<file path="src/design/adc_ctl_pkg.sv">
package adc_ctl_pkg;

   // ****************************************
   // Widths
   // ****************************************
   localparam int CODE_W = 10;
   localparam int WORD_W = 16;
   localparam int SEL_W = 5;
   localparam int ADDR_W = 12;
   localparam int ST_W = 3;
   localparam int SRC_W = 5;
   localparam int JUSTIFY_SHIFT = 6;

   // ****************************************
   // Register map (byte addresses)
   // ****************************************
   localparam logic [ADDR_W-1:0] CTRL_ADDR = 12'h000;
   localparam logic [ADDR_W-1:0] GT_ADDR = 12'h004;
   localparam logic [ADDR_W-1:0] LT_ADDR = 12'h008;
   localparam logic [ADDR_W-1:0] DATA_ADDR = 12'h00c;
   localparam logic [ADDR_W-1:0] STAT_ADDR = 12'h010;
   localparam logic [ADDR_W-1:0] MASK_ADDR = 12'h014;
   localparam logic [7:0] SEL_INDEX = 8'hbb;
   localparam logic [ADDR_W-1:0] SEL_ADDR = {2'b00, SEL_INDEX, 2'b00};

   // ****************************************
   // Fields and reset values
   // ****************************************
   localparam int CTRL_LEFT_BIT = 0;
   localparam int ST_WIN = 0;
   localparam int ST_DONE = 1;
   localparam int ST_UNSAFE = 2;
   localparam logic [WORD_W-1:0] GT_RESET = 16'hffff;
   localparam logic [WORD_W-1:0] LT_RESET = 16'h0000;
   localparam logic [WORD_W-1:0] WORD_RESET = 16'h0000;
   localparam logic [ST_W-1:0] ST_RESET = 3'h0;
   localparam logic [31:0] BUS_ZERO = 32'h0000_0000;

   // ****************************************
   // Selector codes
   // ****************************************
   localparam logic [SEL_W-1:0] CODE_PORT_FIRST = 5'h00;
   localparam logic [SEL_W-1:0] CODE_PORT_LAST = 5'h0f;
   localparam logic [SEL_W-1:0] CODE_P2_FIRST = 5'h10;
   localparam logic [SEL_W-1:0] CODE_P2_LAST = 5'h16;
   localparam logic [SEL_W-1:0] CODE_TEMP = 5'h1b;
   localparam logic [SEL_W-1:0] CODE_BAT = 5'h1c;
   localparam logic [SEL_W-1:0] CODE_REG = 5'h1d;
   localparam logic [SEL_W-1:0] CODE_MAIN = 5'h1e;
   localparam logic [SEL_W-1:0] CODE_GND = 5'h1f;
   localparam logic [SEL_W-1:0] SEL_RESET = CODE_GND;

   // One-hot internal source positions
   localparam int SRC_TEMP = 0;
   localparam int SRC_BAT = 1;
   localparam int SRC_REG = 2;
   localparam int SRC_MAIN = 3;
   localparam int SRC_GND = 4;
   localparam logic [SRC_W-1:0] SRC_GND_ONEHOT = 5'h10;

   // ****************************************
   // Carriers
   // ****************************************
   typedef struct packed {
      logic valid;
      logic [CODE_W-1:0] code;
   } conv_t;

   typedef struct packed {
      logic [SEL_W-1:0] code;
      logic pin_en;
      logic [SRC_W-1:0] internal;
      logic reserved;
   } route_t;

   localparam route_t ROUTE_RESET = {SEL_RESET, 1'b0, SRC_GND_ONEHOT, 1'b0};

endpackage

</file>
<file path="src/design/window_compare.sv">
module window_compare
(
   input wire logic [adc_ctl_pkg::WORD_W-1:0] word,
   input wire logic [adc_ctl_pkg::WORD_W-1:0] gt_thr,
   input wire logic [adc_ctl_pkg::WORD_W-1:0] lt_thr,
   output logic inside_mode,
   output logic hit
);

   // ****************************************
   // Window detection
   // ****************************************
   // Mode follows the threshold order
   always_comb
   begin
      inside_mode = lt_thr > gt_thr;
      if (inside_mode)
      begin
         hit = (word > gt_thr) && (word < lt_thr);
      end
      else
      begin
         hit = (word < lt_thr) || (word > gt_thr);
      end
   end

endmodule

</file>
<file path="src/design/adc_window_select.sv">
// Contract
// - Single-ended result is unsigned 10-bit code
// - Inside window: flag when gt < word < lt
// - Outside window: flag when word outside bounds
// - Selector field bits 4:0, resets to ground
// - Selector bits 7:5 read zero, writes ignored
// - Codes 11011 to 11111 pick internal sources
// - Low codes pick port pins, port 2 optional
//
// Implementation choice: the APB register port.
module adc_window_select
#(
   parameter bit HAS_PORT2 = 1'b1
)
(
   input wire logic pclk,
   input wire logic presetn,
   input wire logic psel,
   input wire logic penable,
   input wire logic pwrite,
   input wire logic [adc_ctl_pkg::ADDR_W-1:0] paddr,
   input wire logic [31:0] pwdata,
   output logic [31:0] prdata,
   output logic pready,
   output logic pslverr,
   input wire adc_ctl_pkg::conv_t conv,
   output adc_ctl_pkg::route_t route,
   output logic irq
);

   // ****************************************
   // Functions
   // ****************************************
   // Inclusive code range test
   function automatic logic in_range(input logic [adc_ctl_pkg::SEL_W-1:0] c,
                                     input logic [adc_ctl_pkg::SEL_W-1:0] lo,
                                     input logic [adc_ctl_pkg::SEL_W-1:0] hi);
      in_range = (c >= lo) && (c <= hi);
   endfunction

   // Selector code to analog routing
   function automatic adc_ctl_pkg::route_t decode_route(
      input logic [adc_ctl_pkg::SEL_W-1:0] c);
      adc_ctl_pkg::route_t r;
      r = '0;
      r.code = c;
      if (in_range(c, adc_ctl_pkg::CODE_PORT_FIRST, adc_ctl_pkg::CODE_PORT_LAST))
      begin
         r.pin_en = 1'b1;
      end
      else if (in_range(c, adc_ctl_pkg::CODE_P2_FIRST, adc_ctl_pkg::CODE_P2_LAST))
      begin
         r.pin_en = HAS_PORT2;
         r.reserved = !HAS_PORT2;
      end
      else
      begin
         case (c)
            adc_ctl_pkg::CODE_TEMP: r.internal[adc_ctl_pkg::SRC_TEMP] = 1'b1;
            adc_ctl_pkg::CODE_BAT: r.internal[adc_ctl_pkg::SRC_BAT] = 1'b1;
            adc_ctl_pkg::CODE_REG: r.internal[adc_ctl_pkg::SRC_REG] = 1'b1;
            adc_ctl_pkg::CODE_MAIN: r.internal[adc_ctl_pkg::SRC_MAIN] = 1'b1;
            adc_ctl_pkg::CODE_GND: r.internal[adc_ctl_pkg::SRC_GND] = 1'b1;
            default: r.reserved = 1'b1;
         endcase
      end
      decode_route = r;
   endfunction

   // Mapped address test
   function automatic logic is_mapped(input logic [adc_ctl_pkg::ADDR_W-1:0] a);
      is_mapped = (a == adc_ctl_pkg::CTRL_ADDR) || (a == adc_ctl_pkg::GT_ADDR)
         || (a == adc_ctl_pkg::LT_ADDR) || (a == adc_ctl_pkg::DATA_ADDR)
         || (a == adc_ctl_pkg::STAT_ADDR) || (a == adc_ctl_pkg::MASK_ADDR)
         || (a == adc_ctl_pkg::SEL_ADDR);
   endfunction

   // ****************************************
   // Declarations
   // ****************************************
   logic [adc_ctl_pkg::SEL_W-1:0] sel_r;
   logic left_r;
   logic [adc_ctl_pkg::WORD_W-1:0] gt_r;
   logic [adc_ctl_pkg::WORD_W-1:0] lt_r;
   logic [adc_ctl_pkg::WORD_W-1:0] word_r;
   logic [adc_ctl_pkg::ST_W-1:0] st_r;
   logic [adc_ctl_pkg::ST_W-1:0] st_nxt;
   logic [adc_ctl_pkg::ST_W-1:0] st_set;
   logic [adc_ctl_pkg::ST_W-1:0] mask_r;
   logic [31:0] prdata_r;
   logic [31:0] rd_word;
   logic err_r;
   logic wr_en;
   logic [adc_ctl_pkg::WORD_W-1:0] new_word;
   logic inside_mode;
   logic hit;
   logic unsafe_sw;

   // ****************************************
   // APB access
   // ****************************************
   // Zero wait states; data prepared in setup
   assign pready = psel && penable;
   assign pslverr = pready && err_r;
   assign prdata = prdata_r;
   assign wr_en = pready && pwrite && !err_r;

   // Read mux
   always_comb
   begin
      rd_word = adc_ctl_pkg::BUS_ZERO;
      case (paddr)
         adc_ctl_pkg::CTRL_ADDR: rd_word[adc_ctl_pkg::CTRL_LEFT_BIT] = left_r;
         adc_ctl_pkg::GT_ADDR: rd_word[adc_ctl_pkg::WORD_W-1:0] = gt_r;
         adc_ctl_pkg::LT_ADDR: rd_word[adc_ctl_pkg::WORD_W-1:0] = lt_r;
         adc_ctl_pkg::DATA_ADDR: rd_word[adc_ctl_pkg::WORD_W-1:0] = word_r;
         adc_ctl_pkg::STAT_ADDR: rd_word[adc_ctl_pkg::ST_W-1:0] = st_r;
         adc_ctl_pkg::MASK_ADDR: rd_word[adc_ctl_pkg::ST_W-1:0] = mask_r;
         adc_ctl_pkg::SEL_ADDR: rd_word[adc_ctl_pkg::SEL_W-1:0] = sel_r;
         default: rd_word = adc_ctl_pkg::BUS_ZERO;
      endcase
   end

   // Read data and error captured in setup
   always_ff @(posedge pclk or negedge presetn)
   begin
      if (!presetn)
      begin
         prdata_r <= adc_ctl_pkg::BUS_ZERO;
         err_r <= 1'b0;
      end
      else if (psel && !penable)
      begin
         prdata_r <= pwrite ? adc_ctl_pkg::BUS_ZERO : rd_word;
         err_r <= !is_mapped(paddr);
      end
   end

   // ****************************************
   // Control registers
   // ****************************************
   // Justification and thresholds
   always_ff @(posedge pclk or negedge presetn)
   begin
      if (!presetn)
      begin
         left_r <= 1'b0;
         gt_r <= adc_ctl_pkg::GT_RESET;
         lt_r <= adc_ctl_pkg::LT_RESET;
         mask_r <= adc_ctl_pkg::ST_RESET;
      end
      else if (wr_en)
      begin
         case (paddr)
            adc_ctl_pkg::CTRL_ADDR: left_r <= pwdata[adc_ctl_pkg::CTRL_LEFT_BIT];
            adc_ctl_pkg::GT_ADDR: gt_r <= pwdata[adc_ctl_pkg::WORD_W-1:0];
            adc_ctl_pkg::LT_ADDR: lt_r <= pwdata[adc_ctl_pkg::WORD_W-1:0];
            adc_ctl_pkg::MASK_ADDR: mask_r <= pwdata[adc_ctl_pkg::ST_W-1:0];
            default: mask_r <= mask_r;
         endcase
      end
   end

   // Input selector, upper bits dropped
   always_ff @(posedge pclk or negedge presetn)
   begin
      if (!presetn)
      begin
         sel_r <= adc_ctl_pkg::SEL_RESET;
      end
      else if (wr_en && (paddr == adc_ctl_pkg::SEL_ADDR))
      begin
         sel_r <= pwdata[adc_ctl_pkg::SEL_W-1:0];
      end
   end

   // Routing follows the selector
   always_ff @(posedge pclk or negedge presetn)
   begin
      if (!presetn)
      begin
         route <= adc_ctl_pkg::ROUTE_RESET;
      end
      else
      begin
         route <= decode_route(sel_r);
      end
   end

   // Direct jump to sensor not from ground
   assign unsafe_sw = wr_en && (paddr == adc_ctl_pkg::SEL_ADDR)
      && (pwdata[adc_ctl_pkg::SEL_W-1:0] == adc_ctl_pkg::CODE_TEMP)
      && (sel_r != adc_ctl_pkg::CODE_GND) && (sel_r != adc_ctl_pkg::CODE_TEMP);

   // ****************************************
   // Conversion word and window
   // ****************************************
   // Justify the 10-bit code
   always_comb
   begin
      new_word = {{adc_ctl_pkg::JUSTIFY_SHIFT{1'b0}}, conv.code};
      if (left_r)
      begin
         new_word = {conv.code, {adc_ctl_pkg::JUSTIFY_SHIFT{1'b0}}};
      end
   end

   // Latest conversion word
   always_ff @(posedge pclk or negedge presetn)
   begin
      if (!presetn)
      begin
         word_r <= adc_ctl_pkg::WORD_RESET;
      end
      else if (conv.valid)
      begin
         word_r <= new_word;
      end
   end

   window_compare u_cmp
   (
      .word(new_word),
      .gt_thr(gt_r),
      .lt_thr(lt_r),
      .inside_mode(inside_mode),
      .hit(hit)
   );

   // ****************************************
   // Status and interrupt
   // ****************************************
   // Events; set beats write-one clear
   always_comb
   begin
      st_set = adc_ctl_pkg::ST_RESET;
      st_set[adc_ctl_pkg::ST_WIN] = conv.valid && hit;
      st_set[adc_ctl_pkg::ST_DONE] = conv.valid;
      st_set[adc_ctl_pkg::ST_UNSAFE] = unsafe_sw;
      st_nxt = st_r;
      if (wr_en && (paddr == adc_ctl_pkg::STAT_ADDR))
      begin
         st_nxt = st_r & ~pwdata[adc_ctl_pkg::ST_W-1:0];
      end
      st_nxt = st_nxt | st_set;
   end

   // Sticky status and level interrupt
   always_ff @(posedge pclk or negedge presetn)
   begin
      if (!presetn)
      begin
         st_r <= adc_ctl_pkg::ST_RESET;
         irq <= 1'b0;
      end
      else
      begin
         st_r <= st_nxt;
         irq <= |(st_nxt & mask_r);
      end
   end

   // ****************************************
   // Assertions
   // ****************************************
   property p_code_right;
      @(posedge pclk) disable iff (!presetn)
      conv.valid && !left_r |=> word_r == {{adc_ctl_pkg::JUSTIFY_SHIFT{1'b0}}, $past(conv.code)};
   endproperty
   a_code_right: assert property (p_code_right)
      else $error("right-justified word wrong");
   property p_inside;
      @(posedge pclk) disable iff (!presetn)
      conv.valid && (lt_r > gt_r) && (new_word > gt_r) && (new_word < lt_r)
      |=> st_r[adc_ctl_pkg::ST_WIN] ##1 irq || !mask_r[adc_ctl_pkg::ST_WIN]
         || $past(wr_en);
   endproperty
   a_inside: assert property (p_inside)
      else $error("inside hit missed");
   property p_outside;
      @(posedge pclk) disable iff (!presetn)
      conv.valid && (lt_r <= gt_r) && ((new_word < lt_r) || (new_word > gt_r))
      |=> st_r[adc_ctl_pkg::ST_WIN];
   endproperty
   a_outside: assert property (p_outside)
      else $error("outside hit missed");
   property p_mode;
      @(posedge pclk) disable iff (!presetn)
      conv.valid && (lt_r > gt_r) && (new_word == lt_r)
      && !st_r[adc_ctl_pkg::ST_WIN] |=> !st_r[adc_ctl_pkg::ST_WIN];
   endproperty
   a_mode: assert property (p_mode)
      else $error("boundary word flagged in inside mode");
   property p_sel_write;
      @(posedge pclk) disable iff (!presetn)
      wr_en && (paddr == adc_ctl_pkg::SEL_ADDR)
      |=> sel_r == $past(pwdata[adc_ctl_pkg::SEL_W-1:0]) ##1 route.code == $past(sel_r);
   endproperty
   a_sel_write: assert property (p_sel_write)
      else $error("selector write not routed");
   property p_sel_upper;
      @(posedge pclk) disable iff (!presetn)
      psel && !penable && !pwrite && (paddr == adc_ctl_pkg::SEL_ADDR)
      |=> prdata[31:adc_ctl_pkg::SEL_W] == '0 && prdata[adc_ctl_pkg::SEL_W-1:0] == sel_r;
   endproperty
   a_sel_upper: assert property (p_sel_upper)
      else $error("selector upper bits not zero");
   property p_temp_route;
      @(posedge pclk) disable iff (!presetn)
      sel_r == adc_ctl_pkg::CODE_TEMP
      |=> route.internal[adc_ctl_pkg::SRC_TEMP] && $onehot(route.internal) && !route.pin_en;
   endproperty
   a_temp_route: assert property (p_temp_route)
      else $error("sensor code misrouted");
   property p_port_route;
      @(posedge pclk) disable iff (!presetn)
      sel_r <= adc_ctl_pkg::CODE_PORT_LAST |=> route.pin_en && route.internal == '0;
   endproperty
   a_port_route: assert property (p_port_route)
      else $error("port code misrouted");
   property p_unsafe;
      @(posedge pclk) disable iff (!presetn)
      unsafe_sw |=> st_r[adc_ctl_pkg::ST_UNSAFE];
   endproperty
   a_unsafe: assert property (p_unsafe)
      else $error("unsafe sensor switch not flagged");
   property p_irq;
      @(posedge pclk) disable iff (!presetn)
      |(st_r & mask_r) && $stable(mask_r) |-> irq;
   endproperty
   a_irq: assert property (p_irq)
      else $error("interrupt not raised");
endmodule

</file>
<file path="config.mk">
export PLATFORM = sky130hd
export DESIGN_NAME = adc_window_select
export DESIGN_NICKNAME = d
export VERILOG_FILES = /design/src/design/adc_ctl_pkg.sv /design/src/design/window_compare.sv /design/src/design/adc_window_select.sv
export SDC_FILE = /design/constraint.sdc
export NUM_CORES = 1
export LEC_CHECK = 0
export ABC_CLOCK_PERIOD_IN_PS = 2500
export BUFFER_PORTS_ARGS = -buffer_cell sky130_fd_sc_hd__buf_2
export CORE_AREA = 2 2 118 120
export DETAILED_ROUTE_END_ITERATION = 8
export DIE_AREA = 0 0 120 122
export GPL_TIMING_DRIVEN = 0
export SLEW_MARGIN = 25
export SYNTH_ARGS = -nofsm -noshare
export SYNTH_HDL_FRONTEND = slang
export SYNTH_SLANG_ARGS = --single-unit
</file>
<file path="constraint.sdc">
create_clock -name pclk -period 2.5 [get_ports pclk]
set_input_delay 0.5 -clock pclk [delete_from_list [all_inputs] [get_ports pclk]]
set_output_delay 0.5 -clock pclk [all_outputs]
set_load 0.01 [all_outputs]
</file>
**Word-level counts from Yosys, hierarchy flattened**

Cells that the tools add are included.

- Add/sub/neg operators: 0
- Multiply operators: 0
- Div/mod/pow operators: 0
- $lt $le $gt $ge: 7
- Equality and inequality tests: 14
- Shifts and indexed selects: 0
- Muxes and demuxes: 19
- Bitwise logic cells: 4
- Reduce and logical (&&, ||, !) cells: 31

Operators with widths:

| operator | count |
|---|---|
| one-hot mux 11 bit (3 select lines) | 1 |
| greater-than comparator 16 bit | 2 |
| two-way mux 16 bit | 2 |
| equality test 5 bit (second input constant) | 6 |
| equality test 12 x 4 -> 1 bit (second input constant) | 2 |
| equality test 12 x 5 -> 1 bit (second input constant) | 2 |
| less-than comparator 16 bit | 1 |
| logical AND 1 bit | 14 |
| equality test 12 x 10 -> 1 bit (second input constant) | 1 |
| equality test 12 x 3 -> 1 bit (second input constant) | 1 |
| logical NOT 12 bit | 1 |
| one-hot mux 2 bit (6 select lines) | 1 |
| two-way mux 1 bit | 10 |
| inequality test 5 bit (second input constant) | 2 |
| one-hot mux 2 bit (4 select lines) | 1 |
| AND reduction 2 bit | 4 |
| logical OR 1 bit | 7 |
| one-hot mux 1 bit (7 select lines) | 1 |
| bitwise AND 3 bit | 2 |
| two-way mux 6 bit | 1 |
| greater-or-equal comparator 5 x 1 -> 1 bit (second input constant) | 1 |
| greater-or-equal comparator 5 bit (second input constant) | 1 |
| <= comparator 5 x 4 -> 1 bit (second input constant) | 1 |
| <= comparator 5 bit (second input constant) | 1 |
| 7 further kinds | 9 |

- Flip-flop bits (word level): 106
- Bits in latches: 0
- Bits in writable memories: 0
- ROM bits: 0
- Input port bits: 60
- Word-level logic and storage cells: 89
- Memories: 0

**Depth between registers and ports, before layout**

- Word-level depth: 10
- Mapped depth: 11
- Depth with buffers taken out: 9

**By module**

Synthesis repeated with hierarchy kept, for this count alone.

- Cells, all modules: 501
- Area, all modules: 5446.5 um^2

Modules (own cells, without submodules):

| module | times used | cells each | area each (um^2) | sequential area each (um^2) |
|---|---|---|---|---|
| adc_window_select | 1 | 350 | 4312.9 | 2285.9 |
| window_compare | 1 | 151 | 1133.6 | 0.0 |

**Worst setup path after synthesis**

No wires, ideal clock.

- Kind: input -> register
- Start point: input paddr[0] (netlist name)
- End point: register lt_r[10] (netlist name)
- Setup time: 125 ps
- Arrival time: 2370 ps
- Data required time: 2375 ps
- Path slack: 5 ps
- Cell stages on the path: 7
- Path buffers: 1
- Cell sequence: or4_4 > nor4_4 > nand2_2 > nor3b_4 > nand2_4 > buf_6 > mux2_4

- Longest elaborated chain between the ends: 2

Ends and longest elaborated chain:

| what | line | RTL |
|---|---|---|
| start, declared | adc_window_select.sv:21 | `input wire logic [adc_ctl_pkg::ADDR_W-1:0] paddr,` |
| equality test 12 x 4 -> 1 bit | adc_window_select.sv:154 | `case (paddr)` |
| AND reduction 2 bit (no source line) | n/a |  |
| end signal, assigned | adc_window_select.sv:149 | `lt_r <= adc_ctl_pkg::LT_RESET;` |
| end signal, assigned | adc_window_select.sv:157 | `adc_ctl_pkg::LT_ADDR: lt_r <= pwdata[adc_ctl_pkg::WORD_W-1:0];` |
| end, declared | adc_window_select.sv:84 | `logic [adc_ctl_pkg::WORD_W-1:0] lt_r;` |

Every way passes these cells.
A chain may end at the register's enable or synchronous reset.

**Final worst setup path**

- Start point: register left_r
- End point: register irq

- Longest elaborated chain between the ends: 8
- Elaborated cells on any way between the ends: 10
- Those cells by class: 2 x order compare; 2 x mux; 2 x bitwise; 4 x reduce/logical

Ends and longest elaborated chain:

| what | line | RTL |
|---|---|---|
| start, declared | adc_window_select.sv:82 | `logic left_r;` |
| start signal, assigned | adc_window_select.sv:155 | `adc_ctl_pkg::CTRL_ADDR: left_r <= pwdata[adc_ctl_pkg::CTRL_LEFT_BIT];` |
| two-way mux 16 bit * | adc_window_select.sv:202 | `if (left_r)` |
| net new_word, one bit | adc_window_select.sv:94 | `logic [adc_ctl_pkg::WORD_W-1:0] new_word;` |
| less-than comparator 16 bit / greater-than comparator 16 bit (equally long branches) | window_compare.sv:19, window_compare.sv:23 |  |
| logical OR 1 bit / logical AND 1 bit (equally long branches) | window_compare.sv:23, window_compare.sv:19 |  |
| two-way mux 1 bit * | window_compare.sv:17 | `if (inside_mode)` |
| logical AND 1 bit * | adc_window_select.sv:237 | `st_set[adc_ctl_pkg::ST_WIN] = conv.valid && hit;` |
| OR 3 bit * | adc_window_select.sv:245 | `st_nxt = st_nxt \| st_set;` |
| bitwise AND 3 bit * | adc_window_select.sv:259 | `irq <= \|(st_nxt & mask_r);` |
| OR reduction 3 bit * | adc_window_select.sv:259 |  |
| end signal, assigned | adc_window_select.sv:259 |  |
| end, declared | adc_window_select.sv:28 | `output logic irq` |

The timed path passes the listed nets; every way through them passes the cells marked *.

==> flow_metrics.py <==
metrics = {
    "sta": {
        "fin_skew_ns": 0.0108,
        "final-setup-viol-count": 0,
        "drv_slew": 0,
        "finalHoldViolCount": 0,
        "fmax_mhz": 406,
        "post-route-min-period_ns": 2.46,
        "relSlewSlack": 0.509,
        "worst_pin_slew_ns": 0.736,
        "finalCritPeriodShare": 0.986,
        "fin_tns_setup_ns": 0,
        "rsz0062_at_grt": "yes",
    },
    "clock_network": {
        "htreeDepth": 3,
        "cts_tree": "built",
        "hold_buffers": 0,
        "clk_latency_ns": 0.35,
        "clock-sinks": 90,
        "cts-buffers-inserted": 9,
        "clock_path_buffers": 2,
        "cts_root_buffer": "clkbuf_16",
        "clk_pin_slew_worst_paths_ns": 0.07,
    },
    "logic_synthesis": {
        "synth-edff-count": 0,
        "ys_seq_elements": 90,
        "synth_top_cell_by_area": "dfrtp_1",
        "synthArstFlopShare": 1.00,
        "synth-seq-area-share": 0.433,
        "synth_cell_types": 58,
        "synth_area_leaders": "dfrtp_1 (30%), dfstp_2 (13%), ha_1 (10%), mux2_2 (8.5%), mux2_4 (5.7%)",
        "yosys_warnings": 0,
        "synth_area_um2": 5280,
        "netlist.area_leader.share": 0.298,
        "synth_ff_type": "dfrtp_1",
        "avgSynthCellArea_um2": 11.1,
        "syn_inst": 474,
    },
    "layout": {
        "area_delta_synth_final_pct": 24.5,
        "drive_gt1_frac": 0.423,
        "fin_area_um2": 6580,
        "final_cells": 771,
        "fin_util": 0.487,
        "final_net_count": 690,
        "diodes": 0,
    },
    "global_route": {
        "grt_pass1_vias": 4030,
        "antenna_found_initial": 0,
        "grt_max_degree": 56,
        "grt_pass1_wl_mm": 21.7,
        "grt_usage": 0.197,
        "grt_overflow": 0,
    },
    "critical_path": {
        "required_ns": 2.74,
        "crit_path_start_kind": "flip-flop",
        "criticalPathCategory": "flip-flop to flip-flop",
        "end_kind": "flip-flop",
        "cp_max_fo": 6,
        "ff2ff_setup_slack_ns": 0.04,
        "critPathArrivalTime_ns": 2.70,
    },
    "detailed_routing": {
        "wire_per_inst_um": 17.9,
        "num_vias": 4088,
        "drtPass1Iterations": 5,
        "antenna_left": 0,
        "drt-total-wl_mm": 13.8,
        "drtIter0Drc": 316,
        "drcViolationCount": 0,
        "viasPerCell": 5.30,
    },
    "power_and_ir_drop": {
        "leakagePower_nw": 3.09,
        "vdd_ir_drop_max_v": 0.000367,
        "pwr_density_cell_nw_per_um2": 472,
    },
    "placement": {
        "placed_cell_area_um2": 5960,
        "io_buffers": 73,
        "post-dp-hpwl_mm": 10.1,
        "gp_congestion": 0.887,
        "dp.cells": 743,
    },
    "floorplan": {
        "std_cell_rows": 43,
        "start_util": 0.391,
        "boundaryPins": 107,
        "design.core.area_um2": 13500,
        "fp.dieArea_um2": 14600,
        "die_x_um": 120,
        "fp.dieH_um": 122,
    },
    "hold_path": {
        "hold_path.class": "input pin to asynchronous set/reset pin",
    },
    "job": {
        "drv_cap": 0,
    },
    "run_status": {
        "status": "finished, final reports clean",
    },
}
## worst paths after layout
check | startpoint | end | cells after the start
setup / recovery | left_r | irq | 8
hold / removal | presetn | route[3] | 1
setup reg to reg | left_r | irq | 8
hold reg to reg | sel_r[0] | route[7] | 0
max in group asynchronous | presetn | gt_r[10] | 2
min in group pclk | sel_r[0] | route[7] | 0
## cell usage in the layout, fill, tap and decap left out, types with 16 or more instances in the layout
cell type	synthesis	routed
dfstp_2	27	27
buf_2	3	73
conb_1	1	16
mux2_2	40	38
a222oi_1	16	16
o21ai_0	22	18
buf_4	16	28
inv_1	34	34
ha_1	44	37
mux2_4	20	22
dfrtp_1	63	62
nand2_1	32	31
## state kept, by name, indices dropped and copies added, names as in the netlist
name,cells
lt_r,16
prdata,16
word_r,16
sel_r,5
st_r,3
route,12
mask_r,3
irq,1
left_r,1
err_r,1
gt_r,16
## cell families (layout without fill, tap and decap cells)
| logic type | count (synthesis) | after routing | share of synthesized area |
|---|---|---|---|
| simple gates | 118 | 118 | 0.131 |
| compound gates | 90 | 90 | 0.118 |
| flops | 90 | 90 | 0.433 |
| buf+inv | 66 | 168 | 0.0618 |
| mux | 62 | 62 | 0.146 |
| fa+ha+maj | 45 | 45 | 0.106 |
| xor+xnor | 2 | 2 | 0.00332 |
| other cells | 1 | 16 | 0.000710 |
## Yosys cell counts (6+ instances only)
master and count:
dfrtp_1 63, ha_1 44, mux2_2 40, inv_1 34
nand2_1 32, dfstp_2 27, o21ai_0 22, mux2_4 20
a21oi_1 18, a222oi_1 16, buf_4 16, nor2_1 15
clkbuf_1 10, and2_1 9, nand4_1 8, nor3_1 8
nand3_1 7, a22oi_1 6
## cell type report
class                   instances  area [um2]
clock buffers                  10         229
repair buffers                 87         500
plain buffers                  31         215
fillers                      1262        6930
clock inverters                 6        72.6
multi-input cells             333        2920
inverters                      34         128
flip-flops and latches         90        2290
well taps                     180         225
## critical path, cell delays in order (launching register included)
cell	delay, ns
dfrtp_2	0.48
mux2_2	0.40
ha_1	0.29
and4_4	0.19
o21a_1	0.11
o41ai_2	0.35
a21oi_2	0.15
a221oi_2	0.28
a21oi_2	0.09
## stage by stage
stage               hold slack, ns  total power, mW  setup slack (ns)
floorplan                    0.204             1.62           0.00457
global placement             0.354             1.73            -0.419
detailed placement           0.357             1.74            -0.507
CTS                         0.0308             3.13            0.0168
global route                0.0426             3.24           -0.0545
finish                      0.0325             3.11            0.0353
## routing by layer
layer	part of all wire	GRT usage
met1	0.45	0.260
met2	0.47	0.319
met3	0.057	0.0407
met4	0.020	0.0728
met5	0	0
## power breakdown
part	switching, mW	internal [mW]	total [mW]
Combinational	0.142	0.105	0.247
Sequential	0.00891	1.47	1.48
Clock	0.591	0.785	1.38
## timing repair
action,in CTS,in global routing
endpoints found under the setup margin,24,23
resized for setup,10,41
pin swaps,3,15
setup buffers,5,8
(Power assumes the default switching activity.)
